===== config.mk =====
export PLATFORM = sky130hd
export DESIGN_NAME = sbst_tap
export DESIGN_NICKNAME = d
export VERILOG_FILES = /design/src/pkg/sbst_pkg.sv /design/src/logic/sbst_fifo.sv /design/src/logic/sbst_tap.sv
export SDC_FILE = /design/constraint.sdc
export NUM_CORES = 1
export LEC_CHECK = 0
export BUFFER_PORTS_ARGS = -buffer_cell sky130_fd_sc_hd__buf_2
export CAP_MARGIN = 30
export CORE_ASPECT_RATIO = 0.75
export CORE_UTILIZATION = 25
export CTS_CLUSTER_DIAMETER = 80
export DETAILED_ROUTE_END_ITERATION = 16
export GPL_ROUTABILITY_DRIVEN = 0
export PLACE_DENSITY = 0.38
export SLEW_MARGIN = 20
export SYNTH_ARGS = -nofsm -noshare
export SYNTH_HDL_FRONTEND = slang
export SYNTH_SLANG_ARGS = --single-unit

===== constraint.sdc =====
create_clock -name core_clk_i -period 2.5 [get_ports core_clk_i]
set_clock_uncertainty 0.1 [all_clocks]
set_input_delay 0.375 -clock core_clk_i [delete_from_list [all_inputs] [get_ports core_clk_i]]
set_output_delay 0.375 -clock core_clk_i [all_outputs]
set_load 0.03 [all_outputs]

===== src/pkg/sbst_pkg.sv =====
// Purpose: Shared constants for the memory boundary-scan test port.
// Assumes: 3-bit instructions, MSB first as written.
// Notes: Identification value is arbitrary and neutral.
package sbst_pkg;
    // ----------------------------------------------------------------
    // Instruction codes
    // ----------------------------------------------------------------
    localparam logic [2:0] SBST_INS_EXTEST = 3'h0;
    localparam logic [2:0] SBST_INS_IDCODE = 3'h1;
    localparam logic [2:0] SBST_INS_SAMPZ = 3'h2;
    localparam logic [2:0] SBST_INS_RSV_A = 3'h3;
    localparam logic [2:0] SBST_INS_PRELOAD = 3'h4;
    localparam logic [2:0] SBST_INS_PRIVATE = 3'h5;
    localparam logic [2:0] SBST_INS_RSV_B = 3'h6;
    localparam logic [2:0] SBST_INS_BYPASS = 3'h7;
    // ----------------------------------------------------------------
    // Widths and fixed patterns
    // ----------------------------------------------------------------
    localparam int SBST_IR_W = 3;
    localparam int SBST_ID_W = 32;
    localparam logic [1:0] SBST_IR_CAPTURE = 2'h1;
    // Arbitrary identification value, bit 0 set as the chain requires.
    localparam logic [31:0] SBST_ID_DEFAULT = 32'h0000_0ACF;
    localparam int SBST_RESET_TMS_EDGES = 5;
    localparam int SBST_FIFO_DEPTH = 8;
endpackage

===== src/logic/sbst_fifo.sv =====
// Purpose: Small flip-flop FIFO with valid/ready on both sides.
// Assumes: DEPTH is a power of two.
// Notes: Full and empty come from a count, so both are exact.
`timescale 1ns/1ps
module sbst_fifo #(
    parameter int WIDTH = 1,
    parameter int DEPTH = 8
) (
    input wire logic core_clk_i,
    input wire logic rst_i,
    input wire logic in_valid_i,
    output logic in_ready_o,
    input wire logic [WIDTH-1:0] in_data_i,
    output logic out_valid_o,
    input wire logic out_ready_i,
    output logic [WIDTH-1:0] out_data_o
);
    localparam int AW = $clog2(DEPTH);
    logic [WIDTH-1:0] mem_ff [DEPTH];
    logic [AW-1:0] wr_ff;
    logic [AW-1:0] rd_ff;
    logic [AW:0] cnt_ff;
    wire push = in_valid_i & in_ready_o;
    wire pop = out_valid_o & out_ready_i;

    // ----------------------------------------------------------------
    // Status
    // ----------------------------------------------------------------
    assign in_ready_o = (cnt_ff != (AW+1)'(DEPTH));
    assign out_valid_o = (cnt_ff != '0);
    assign out_data_o = mem_ff[rd_ff];

    // Pointers and count move on accepted handshakes only.
    always_ff @(posedge core_clk_i) begin
        if (rst_i) begin
            wr_ff <= '0;
            rd_ff <= '0;
            cnt_ff <= '0;
        end else begin
            if (push) begin
                wr_ff <= wr_ff + 1'b1;
            end
            if (pop) begin
                rd_ff <= rd_ff + 1'b1;
            end
            cnt_ff <= cnt_ff + (AW+1)'(push) - (AW+1)'(pop);
        end
    end

    // Storage carries no reset; only valid entries are ever read.
    always_ff @(posedge core_clk_i) begin
        if (push) begin
            mem_ff[wr_ff] <= in_data_i;
        end
    end
endmodule


===== src/logic/sbst_tap.sv =====
// Purpose: Boundary-scan test access port of a synchronous memory.
// Assumes: Test clock is far slower than core_clk_i and is sampled.
// Notes: Captured boundary words queue in a FIFO toward the chain.
// Notes on behaviour
// - Sample inputs rising, drive output falling.
// - Floating mode-select reads as one.
// - Floating serial input reads as one.
// - Five high mode-select edges reach reset.
// - Self reset at power-up, idle until clocked.
// - Serial output enabled by controller state.
// - State and instruction pick connected register.
// - One register at a time, shift rising.
// - Three-bit instruction, loaded only when connected.
// - Instruction acts in idle and data states.
// - Reset presets identification instruction.
// - Single flip-flop bypass path.
// - Boundary chain captures pins, shifts toward output.
// - Unbonded chain cells capture one.
// - Three instructions select boundary chain.
// - Decode codes; reserved act as bypass.
// - Capture-IR loads 01 in low bits.
// - 32-bit identification, shifted LSB first.
// - Float-sample forces memory outputs off.
`timescale 1ns/1ps
module sbst_tap
    import sbst_pkg::*;
#(
    parameter int PIN_W = 8,
    parameter int PAD_W = 2,
    parameter logic [31:0] ID_VALUE = SBST_ID_DEFAULT
) (
    input wire logic core_clk_i,
    input wire logic rst_i,
    input wire logic tck_i,
    input wire logic tms_i,
    input wire logic tms_drv_i,
    input wire logic tdi_i,
    input wire logic tdi_drv_i,
    output logic tdo_o,
    output logic tdo_oe_n_o,
    input wire logic [PIN_W-1:0] pins_i,
    input wire logic pins_valid_i,
    output logic pins_ready_o,
    output logic mem_out_float_o,
    output logic [PIN_W-1:0] bsr_update_o,
    output logic extest_o
);
    localparam int BS_W = PIN_W + PAD_W;
    typedef enum logic [3:0] {
        S_RESET, S_IDLE, S_SEL_DR, S_CAP_DR, S_SH_DR, S_EX1_DR,
        S_PAU_DR, S_EX2_DR, S_UPD_DR, S_SEL_IR, S_CAP_IR, S_SH_IR,
        S_EX1_IR, S_PAU_IR, S_EX2_IR, S_UPD_IR
    } sbst_state_t;

    // ----------------------------------------------------------------
    // Pin synchronisers
    // ----------------------------------------------------------------
    // Undriven mode-select and data read as one, like the pull-ups.
    wire tms_pin = tms_drv_i ? tms_i : 1'b1;
    wire tdi_pin = tdi_drv_i ? tdi_i : 1'b1;
    logic [2:0] tck_s_ff;
    logic [2:0] tms_s_ff;
    logic [2:0] tdi_s_ff;
    logic tck_lvl_ff;
    always_ff @(posedge core_clk_i) begin
        if (rst_i) begin
            tck_s_ff <= 3'h0;
            tms_s_ff <= 3'h7;
            tdi_s_ff <= 3'h7;
        end else begin
            tck_s_ff <= {tck_s_ff[1:0], tck_i};
            tms_s_ff <= {tms_s_ff[1:0], tms_pin};
            tdi_s_ff <= {tdi_s_ff[1:0], tdi_pin};
        end
    end
    // A change counts once stages two and three agree.
    wire tck_agree = (tck_s_ff[1] == tck_s_ff[2]);
    always_ff @(posedge core_clk_i) begin
        if (rst_i) begin
            tck_lvl_ff <= 1'b0;
        end else if (tck_agree) begin
            tck_lvl_ff <= tck_s_ff[2];
        end
    end
    wire tck_rise = tck_agree & tck_s_ff[2] & ~tck_lvl_ff;
    wire tck_fall = tck_agree & ~tck_s_ff[2] & tck_lvl_ff;
    wire tms_s = tms_s_ff[2];
    wire tdi_s = tdi_s_ff[2];

    // ----------------------------------------------------------------
    // Controller
    // ----------------------------------------------------------------
    sbst_state_t state_ff;
    sbst_state_t nxt_state;
    // Standard next-state table; reset state holds while mode-select high.
    always_comb begin
        case (state_ff)
            S_RESET: nxt_state = tms_s ? S_RESET : S_IDLE;
            S_IDLE: nxt_state = tms_s ? S_SEL_DR : S_IDLE;
            S_SEL_DR: nxt_state = tms_s ? S_SEL_IR : S_CAP_DR;
            S_CAP_DR: nxt_state = tms_s ? S_EX1_DR : S_SH_DR;
            S_SH_DR: nxt_state = tms_s ? S_EX1_DR : S_SH_DR;
            S_EX1_DR: nxt_state = tms_s ? S_UPD_DR : S_PAU_DR;
            S_PAU_DR: nxt_state = tms_s ? S_EX2_DR : S_PAU_DR;
            S_EX2_DR: nxt_state = tms_s ? S_UPD_DR : S_SH_DR;
            S_UPD_DR: nxt_state = tms_s ? S_SEL_DR : S_IDLE;
            S_SEL_IR: nxt_state = tms_s ? S_RESET : S_CAP_IR;
            S_CAP_IR: nxt_state = tms_s ? S_EX1_IR : S_SH_IR;
            S_SH_IR: nxt_state = tms_s ? S_EX1_IR : S_SH_IR;
            S_EX1_IR: nxt_state = tms_s ? S_UPD_IR : S_PAU_IR;
            S_PAU_IR: nxt_state = tms_s ? S_EX2_IR : S_PAU_IR;
            S_EX2_IR: nxt_state = tms_s ? S_UPD_IR : S_SH_IR;
            S_UPD_IR: nxt_state = tms_s ? S_SEL_DR : S_IDLE;
            default: nxt_state = S_RESET;
        endcase
    end
    // Power-up reset parks the controller; it moves only on test clock.
    always_ff @(posedge core_clk_i) begin
        if (rst_i) begin
            state_ff <= S_RESET;
        end else if (tck_rise) begin
            state_ff <= nxt_state;
        end
    end

    // ----------------------------------------------------------------
    // Instruction decode
    // ----------------------------------------------------------------
    logic [2:0] ir_sh_ff;
    logic [2:0] ir_ff;
    // Reserved and private codes fall through to bypass.
    function automatic logic sel_bsr(input logic [2:0] ins);
        sel_bsr = (ins == SBST_INS_EXTEST) | (ins == SBST_INS_SAMPZ) |
                  (ins == SBST_INS_PRELOAD);
    endfunction
    wire ins_bsr = sel_bsr(ir_ff);
    wire ins_id = (ir_ff == SBST_INS_IDCODE);
    wire ins_byp = ~ins_bsr & ~ins_id;
    assign mem_out_float_o = (ir_ff == SBST_INS_SAMPZ);
    assign extest_o = (ir_ff == SBST_INS_EXTEST);

    // Shift stage loads only while connected; update commits it.
    always_ff @(posedge core_clk_i) begin
        if (rst_i) begin
            ir_sh_ff <= SBST_INS_IDCODE;
            ir_ff <= SBST_INS_IDCODE;
        end else if (tck_rise) begin
            case (state_ff)
                S_RESET: begin
                    ir_ff <= SBST_INS_IDCODE;
                end
                S_CAP_IR: begin
                    ir_sh_ff <= {ir_sh_ff[2], SBST_IR_CAPTURE};
                end
                S_SH_IR: begin
                    ir_sh_ff <= {tdi_s, ir_sh_ff[2:1]};
                end
                S_UPD_IR: begin
                    ir_ff <= ir_sh_ff;
                end
                default: begin
                end
            endcase
        end
    end

    // ----------------------------------------------------------------
    // Data registers
    // ----------------------------------------------------------------
    logic byp_ff;
    logic [SBST_ID_W-1:0] id_ff;
    logic [BS_W-1:0] bsr_ff;
    logic [PIN_W-1:0] pin_word;
    logic pin_pop;
    // FIFO outputs are declared ahead of the instance that drives them.
    logic pin_avail;
    logic [PIN_W-1:0] fifo_word;
    wire in_dr_cap = tck_rise & (state_ff == S_CAP_DR);
    wire in_dr_sh = tck_rise & (state_ff == S_SH_DR);
    // Pad cells sit at the top of the chain and always capture one.
    wire [BS_W-1:0] bsr_cap = {{PAD_W{1'b1}}, pin_word};
    assign pin_pop = in_dr_cap & ins_bsr;

    // Pin samples queue here; capture takes the oldest, and when none
    // has arrived the chain's present low bits, last shifted in, are reused.
    sbst_fifo #(
        .WIDTH(PIN_W),
        .DEPTH(SBST_FIFO_DEPTH)
    ) u_pin_fifo (
        .core_clk_i(core_clk_i),
        .rst_i(rst_i),
        .in_valid_i(pins_valid_i),
        .in_ready_o(pins_ready_o),
        .in_data_i(pins_i),
        .out_valid_o(pin_avail),
        .out_ready_i(pin_pop),
        .out_data_o(fifo_word)
    );
    // Reusing the chain's present low bits keeps scans going when the memory
    // side supplies no fresh sample in time.
    assign pin_word = pin_avail ? fifo_word : bsr_ff[PIN_W-1:0];

    // Only the register the instruction selects captures or shifts.
    always_ff @(posedge core_clk_i) begin
        if (rst_i) begin
            byp_ff <= 1'b0;
            id_ff <= '0;
            bsr_ff <= '1;
        end else begin
            if (in_dr_cap & ins_byp) begin
                byp_ff <= 1'b0;
            end else if (in_dr_sh & ins_byp) begin
                byp_ff <= tdi_s;
            end
            if (in_dr_cap & ins_id) begin
                id_ff <= ID_VALUE;
            end else if (in_dr_sh & ins_id) begin
                id_ff <= {tdi_s, id_ff[SBST_ID_W-1:1]};
            end
            if (pin_pop) begin
                bsr_ff <= bsr_cap;
            end else if (in_dr_sh & ins_bsr) begin
                bsr_ff <= {tdi_s, bsr_ff[BS_W-1:1]};
            end
        end
    end
    // Boundary update latch loads on the falling edge in update-DR under all three chain instructions.
    always_ff @(posedge core_clk_i) begin
        if (rst_i) begin
            bsr_update_o <= '0;
        end else if (tck_fall & (state_ff == S_UPD_DR) & ins_bsr) begin
            bsr_update_o <= bsr_ff[PIN_W-1:0];
        end
    end

    // ----------------------------------------------------------------
    // Serial output
    // ----------------------------------------------------------------
    wire in_sh_ir = (state_ff == S_SH_IR);
    wire in_sh_dr = (state_ff == S_SH_DR);
    wire dr_tail = ins_bsr ? bsr_ff[0] : (ins_id ? id_ff[0] : byp_ff);
    wire tdo_sel = in_sh_ir ? ir_sh_ff[0] : dr_tail;
    // Output and its enable only change on the falling test edge.
    always_ff @(posedge core_clk_i) begin
        if (rst_i) begin
            tdo_o <= 1'b1;
            tdo_oe_n_o <= 1'b1;
        end else if (tck_fall) begin
            tdo_o <= tdo_sel;
            tdo_oe_n_o <= ~(in_sh_ir | in_sh_dr);
        end
    end

    // ----------------------------------------------------------------
    // Checks
    // ----------------------------------------------------------------
    logic [2:0] hi_cnt_ff;
    always_ff @(posedge core_clk_i) begin
        if (rst_i | (tck_rise & ~tms_s)) begin
            hi_cnt_ff <= 3'h0;
        end else if (tck_rise & (hi_cnt_ff != 3'h7)) begin
            hi_cnt_ff <= hi_cnt_ff + 3'h1;
        end
    end
endmodule


==> summary.txt, run 1 <==
Detailed routing
  • Vias: 4086
  • Drt drc: 0
  • Routed len/inst: 15.1 um
  • Antenna Violating Nets Remaining: 0
  • Drt first pass iters: 6
  • Initial DRC Count: 299
  • Via/cell ratio: 4.53
  • WL final: 13600 um

Synthesis
  • Synth warnings: 0
  • Top cells by area, synth: edfxtp_1 32%, dfxtp_1 28%, mux2i_1 7.2%, a21oi_1 3.7%, nand2_1 3.5%
  • Adder-cell area share of the yosys netlist: 2.39%
  • Share of the yosys chip area belonging to registers: 59.9%
  • Multiplexer area fraction after synthesis: 7.24%
  • Dominant synthesized flop cell: dfxtp_1
  • Synth unique cells: 52
  • Synth Cell Area: 0.00608 sq mm
  • Compound-Gate Fraction of Synth Area: 11.9%
  • Synth cell count leaders: 86 x dfxtp_1, 64 x edfxtp_1, 56 x nand2_1
  • XOR/XNOR Fraction of Synth Area: less than 1%
  • Mapped Cells: around 540
  • Leading area contributor after synthesis: edfxtp_1
  • Largest family of logic cells by synthesized area: simple AND/OR/NAND/NOR gates
  • Post-Syn Nets: 571
  • Syn avg cell area: 11.2 sq um
  • Share of flip-flops with an asynchronous set or reset: 0%
  • Most instantiated library cell after synthesis: dfxtp_1
  • Synth top area share: 31.6%
  • Post-synth EDFFs: 64
  • Post-synthesis sequential element count: 150
  • Simple-gate share of the synthesized area: about 14%

STA
  • Slew @ Worst Pin: 0.849 ns
  • Post-route clock period utilization: 95.2%
  • RSZ-0062 raised after global routing: no
  • Slew margin rel.: 43.2%
  • FMAX: 420 MHz
  • Final min period: 2.38 ns
  • Final-report hold violation count: 0
  • Final Max Slew Viols: 0
  • Setup violators final: 0
  • Hold slack: 0.0392 ns

Setup path
  • Crit. End Element: flop
  • CP Class: reg -> reg
  • Max FO, Critical Path: 2
  • Crit path launch type: flop
  • Worst EP arrival: approximately 2.6 ns
  • CP Data Required Time: 2.69 ns

Pwr
  • Leak: around 2.6 nW
  • Worst vdd ir: 0.000336 V
  • Pwr dens: 768 mW/mm^2
  • Pwr Total: between 5 and 6 mW

Clock tree
  • Clock Sinks: 150
  • Clock slew at reported path FFs: about 0.07 ns
  • Worst-Skew Late Latency: between 0.4 and 0.5 ns
  • CTS HTree Levels: 4
  • CTS Buf Count: 17
  • Post-CTS setup repair buffer count: 0
  • CTS max path bufs: 2
  • Clock Root Buffer: clkbuf_16
  • TritonCTS clock tree: yes

GRT
  • Initial antenna violation count: 0
  • GRT Total Usage: 11.7%
  • Pin count of the biggest net entering global routing: 40
  • GRT overflow: 0
  • Vias in the first global route: 3885
  • First-pass GRT wire length: roughly 22000 um

Layout
  • # fillers: approximately 2500
  • Final net count: 609
  • # diodes: 0
  • Sequential standard cell area: 0.00365 sq mm
  • Share of cells above drive strength 1: ~18%
  • Synth-to-layout area growth: 19.6%
  • Area taken by multi-input logic gates: 0.00223 sq mm

Floorplan
  • Vert. Die Dim: 137 um
  • Core ar.: 0.0239 sq mm
  • Starting Density: 25.4%
  • Die area: around 0.025 sq mm
  • Floorplan row count: 49
  • Boundary pin count: 29
  • Die extent in x: about 180 um

Worst hold path
  • HP Class: in -> reg

Place
  • DP HPWL: approximately 8900 um
  • Port Buf Inserts: 28

Flow run
  • Max-cap violations: 0

Status
  • Outcome: complete, no violations
-- power breakdown --
| part | switching, mW | internal, mW |
|---|---|---|
| clock network | 1.07 | 1.50 |
| registers | 0.0287 | 2.63 |
| logic | 0.202 | 0.160 |
| total | 1.30 | 4.28 |
-- state kept, by name, indices dropped and copies added (netlist names), named ones only --
| signal | flops |
|---|---|
| u_pin_fifo.mem_ff | 64 |
| id_ff | 32 |
| bsr_ff | 10 |
| bsr_update_o | 8 |
| state_ff | 4 |
| u_pin_fifo.cnt_ff | 4 |
| ir_ff | 3 |
| ir_sh_ff | 3 |
| tck_s_ff | 3 |
| tdi_s_ff | 3 |
| tms_s_ff | 3 |
| u_pin_fifo.rd_ff | 3 |
| u_pin_fifo.wr_ff | 3 |
| byp_ff | 1 |
| tck_lvl_ff | 1 |
| tdo_o | 1 |
| tdo_oe_n_o | 1 |
-- cell families after synthesis --
group | after synthesis
mux | 44
fa+ha+maj | 11
xor+xnor | 6
flops | 150
compound gates | 109
buf+inv | 53
simple gates | 171
-- placed cells by master, fill, tap and decap left out, types with 18 or more instances in the layout --
| master | n |
|---|---|
| buf_2 | 28 |
| a21oi_1 | 45 |
| a22oi_1 | 18 |
| mux2i_1 | 44 |
| dfxtp_1 | 84 |
| edfxtp_1 | 64 |
| buf_4 | 26 |
| nand3_1 | 19 |
| nand2_1 | 56 |
| nor2_1 | 42 |
-- layer usage --
metal	share of wire, %	track usage [%]
met5	0	0
met1	52	17.1
met4	0.54	3.69
met2	42	16.3
met3	4.5	3.38
-- final timing paths --
kind / start / endpoint / slack, ns / depth (start not counted)
max: u_pin_fifo.cnt_ff[3] / u_pin_fifo.cnt_ff[2] / 0.12 / 11
min reg2reg: tms_s_ff[0] / tms_s_ff[1] / 0.31 / 1
max reg2reg: u_pin_fifo.cnt_ff[3] / u_pin_fifo.cnt_ff[2] / 0.12 / 11
min: tms_drv_i / tms_s_ff[0] / 0.04 / 2
-- area by class of cell --
| cell class | count | area share [%] |
|---|---|---|
| flip-flops and latches | 150 | 50.2 |
| multi-input cells | 341 | 30.7 |
| clock inverters | 15 | 2.25 |
| inverters | 17 | 0.878 |
| well taps | 306 | 5.27 |
| repair buffers | 55 | 4.89 |
| clock buffers | 17 | 5.85 |
-- critical path: stages, from the launching register on --
cell     delay [ns]
dfxtp_2        0.32
inv_1          0.06
ha_2           0.16
or3b_4         0.37
nor2b_1        0.14
ha_1           0.29
inv_2          0.08
ha_4           0.13
inv_1          0.05
fa_2           0.34
xor2_1         0.17
nor2_1         0.06
-- stage by stage --
stage | TNS [ns] | utilization [%] | setup slack, ns | cells | instance area [sq um]
2_1_floorplan | 0 | - | 0.0663 | 544 | 6080
6_report | 0 | 30.4 | 0.121 | 901 | 7270
5_1_grt | 0 | 30.4 | 0.000162 | 901 | 7270
3_3_place_gp | 0 | 27.8 | 0.0383 | 869 | 6660
3_5_place_dp | -0.0627 | 27.8 | -0.0627 | 869 | 6660
4_1_cts | 0 | 30.3 | 0.0383 | 901 | 7260
-- timing repair --
action | in CTS | in global routing
gates cloned | 0 | 0
hold buffers | 0 | 0
gates resized for setup | 3 | 5
setup endpoints to repair | 1 | 2
pin swaps | 1 | 3
No activity file was read; power rests on OpenSTA's default activity.
==> inputs of run 2 (changes only) <==
==> constraint.sdc (replaced) <==
create_clock -name core_clk_i -period 2.5 [get_ports core_clk_i]
set_clock_uncertainty 0.1 [all_clocks]
set_input_delay 0.125 -clock core_clk_i [delete_from_list [all_inputs] [get_ports core_clk_i]]
set_output_delay 0.125 -clock core_clk_i [all_outputs]
set_load 0.03 [all_outputs]
==> summary.txt, run 2 (synthesis gave the netlist of run 1 again) <==
Status
  • Outcome: complete, no violations (unchanged)

Floorplan
  • Die extent in x: 182 um (unchanged)
  • Boundary pin count: 29 (unchanged)
  • Core ar.: 0.0239 sq mm (unchanged)
  • Die area: 0.0250 sq mm (unchanged)
  • Vert. Die Dim: 137 um (unchanged)
  • Starting Density: 25.4% (unchanged)
  • Floorplan row count: 49 (unchanged)

Setup path
  • Crit. End Element: flop (unchanged)
  • Crit path launch type: flop (unchanged)
  • Worst EP arrival: 2.58 ns (was 2.57 ns)
  • Worst r2r path cells: 10 (was 11)
  • CP startpoint: u_pin_fifo.cnt_ff[3] (unchanged)
  • Worst Setup EP: u_pin_fifo.cnt_ff[1] (was u_pin_fifo.cnt_ff[2])
  • CP Class: reg -> reg (unchanged)
  • Worst R2R Setup Slack: 0.12 ns (about the same)
  • CP Data Required Time: 2.70 ns (was 2.69 ns)
  • R2r startpoint: u_pin_fifo.cnt_ff[3] (unchanged)
  • Max FO, Critical Path: 2 (unchanged)
  • RR Endpoint: u_pin_fifo.cnt_ff[1] (was u_pin_fifo.cnt_ff[2])

GRT
  • First-pass GRT wire length: 21900 um (about the same)
  • GRT Total Usage: 11.6% (was 11.7%)
  • Vias in the first global route: 4004 (was 3885)
  • Initial antenna violation count: 0 (unchanged)
  • GRT overflow: 0 (unchanged)
  • Pin count of the biggest net entering global routing: 33 (was 40)

Place
  • Number of placed cells counting well taps: 868 (was 869)
  • DP HPWL: 9280 um (was 8940 um)
  • Port Buf Inserts: 28 (unchanged)

Layout
  • Leading cell types in the layout, fill and taps excluded: 85 x dfxtp_1, 64 x edfxtp_1, 56 x nand2_1 (was 84 x dfxtp_1, 64 x edfxtp_1, 56 x nand2_1)
  • Synth-to-layout area growth: 22.0% (was 19.6%)
  • Share of cells above drive strength 1: 17.6% (was 18.0%)
  • Area taken by multi-input logic gates: 0.00224 sq mm (was 0.00223 sq mm)
  • Top flop regs: u_pin_fifo.mem_ff x64, id_ff x32, bsr_ff x10 (unchanged)
  • Max FFs per register: 64 (unchanged)
  • Largest Register: u_pin_fifo.mem_ff (unchanged)
  • Post-route insts no fill: 915 (was 901)
  • Final net count: 623 (was 609)
  • # diodes: 0 (unchanged)
  • # fillers: 2419 (was 2468)
  • Sequential standard cell area: 0.00364 sq mm (was 0.00365 sq mm)
  • Most common library cell in the layout ignoring fill and taps: dfxtp_1 (unchanged)

Pwr
  • Clock power frac: 45.4% (was 45.9%)
  • P_sw: 1.35 mW (was 1.30 mW)
  • Cell Int Power: 4.23 mW (was 4.28 mW)
  • Leak: 2.64 nW (was 2.58 nW)
  • Sw frac: 24.2% (was 23.3%)
  • Sequential power share: 47.5% (was 47.6%)
  • Pwr dens: 753 mW/mm^2 (was 768 mW/mm^2)
  • Comb pwr share: 7.0% (was 6.5%)
  • Worst vdd ir: 0.000348 V (was 0.000336 V)

Detailed routing
  • Top layer in use: met4 (unchanged)
  • Metal-1 WL: 7160 um (was 7140 um)
  • Antenna Violating Nets Remaining: 0 (unchanged)
  • Drt drc: 0 (unchanged)
  • Vias: 4113 (was 4086)
  • Initial DRC Count: 230 (was 299)
  • WL met3: 481 um (was 619 um)
  • Drt first pass iters: 6 (unchanged)
  • Via/cell ratio: 4.50 (was 4.53)
  • WL final: 13700 um (was 13600 um)
  • Met2 WL: 6010 um (was 5790 um)
  • Routed len/inst: 15.0 um (was 15.1 um)

Clock tree
  • CTS Buf Count: 17 (unchanged)
  • Clock Sinks: 150 (unchanged)
  • TritonCTS clock tree: yes (unchanged)
  • CTS max path bufs: 2 (unchanged)
  • Worst-Skew Late Latency: 0.42 ns (about the same)
  • Clock slew at reported path FFs: 0.07 ns (about the same)
  • CTS HTree Levels: 4 (unchanged)
  • Clock Root Buffer: clkbuf_16 (unchanged)

STA
  • Final-report hold violation count: 0 (unchanged)
  • Slew margin rel.: 41.7% (was 43.2%)
  • Setup TNS Final: 0 ns (unchanged)
  • Final Max Slew Viols: 0 (unchanged)
  • Slew @ Worst Pin: 0.872 ns (was 0.849 ns)
  • FMAX: 421 MHz (was 420 MHz)
  • Final min period: 2.38 ns (about the same)
  • Setup violators final: 0 (unchanged)
  • Post-route clock period utilization: 95.1% (was 95.2%)
  • RSZ-0062 raised after global routing: yes (was no)

Worst hold path
  • HP Start: rst_i (was tms_drv_i)
  • HP Class: in -> reg (unchanged)

Flow run
  • Max-cap violations: 0 (unchanged)
==> run 2: changes by cell type in the layout (fill, tap and decap cells not counted), moves of 2 or more <==
cell and change:
clkinv_1 -2, clkinv_4 +2, dlygate4sd3_1 +14, inv_6 -2, inv_8 +2
==> run 2: worst min-delay path by stage <==
| stage | slack, ns | cells after the start | to |
|---|---|---|---|
| floorplan | 0.11 | 1 | tdi_s_ff[0] |
| global placement | 0.23 | 2 | tms_s_ff[0] |
| detailed placement | 0.22 | 2 | tms_s_ff[0] |
| CTS | 0.01 | 2 | bsr_update_o[4] |
| global route | 0.02 | 2 | bsr_update_o[5] |
| finish | 0.03 | 2 | flop |
==> run 2: through the flow <==
| stage | setup WS [ns] | power [mW] | instance area [sq um] | util [%] | hold slack [ns] |
|---|---|---|---|---|---|
| 3_5_place_dp | -0.0951 | 3.05 | 6650 | 27.8 | 0.225 |
| 3_3_place_gp | 0.0110 | 3.03 | 6650 | 27.8 | 0.226 |
| 6_report | 0.124 | 5.58 | 7420 | 31.0 | 0.0349 |
| 5_1_grt | -0.0168 | 5.81 | 7420 | 31.0 | 0.0236 |
| 4_1_cts | 0.0409 | 5.63 | 7390 | 30.9 | 0.0138 |
| 2_1_floorplan | 0.0663 | 2.91 | 6080 | - | 0.111 |
==> run 2: final cells by class <==
cell class | count | share of cell area, %
Tap cell | 306 | 5.16
Clock inverter | 14 | 2.16
Timing Repair Buffer | 69 | 6.68
Clock buffer | 18 | 5.79
Multi-Input combinational cell | 341 | 30.2
Sequential cell | 150 | 49.1
Inverter | 17 | 0.860
==> run 2: worst max-delay path, cell delays in order, from the launching register on <==
cell and delay [ns]:
dfxtp_1 0.31, inv_1 0.09, ha_4 0.13, or3b_4 0.37, nor2b_1 0.14, ha_1 0.27
inv_1 0.06, ha_2 0.18, inv_1 0.06, fa_2 0.52, nor2_1 0.04
==> run 2: layer usage <==
layer / GRT usage (%) / up-vias
met2: 17.1 / 72
li1: - / 2067
met5: 0 / -
met1: 16.3 / 1967
met3: 3.33 / 7
met4: 3.64 / 0
==> run 2: repair_timing <==
action	4_1_cts	5_1_grt
setup buffers	0	1
hold buffers	14	0
endpoints found under the hold margin	70	0
setup endpoints to repair	2	3
pin swaps	1	5
resized for setup	4	3
==> run 2: power groups by stage <==
stage / sequential, mW / combinational, mW / clock [mW]
floorplan: 2.70 / 0.209 / 0
global placement: 2.70 / 0.328 / 0
detailed placement: 2.71 / 0.342 / 0
CTS: 2.65 / 0.369 / 2.61
global route: 2.66 / 0.438 / 2.71
finish: 2.65 / 0.392 / 2.54
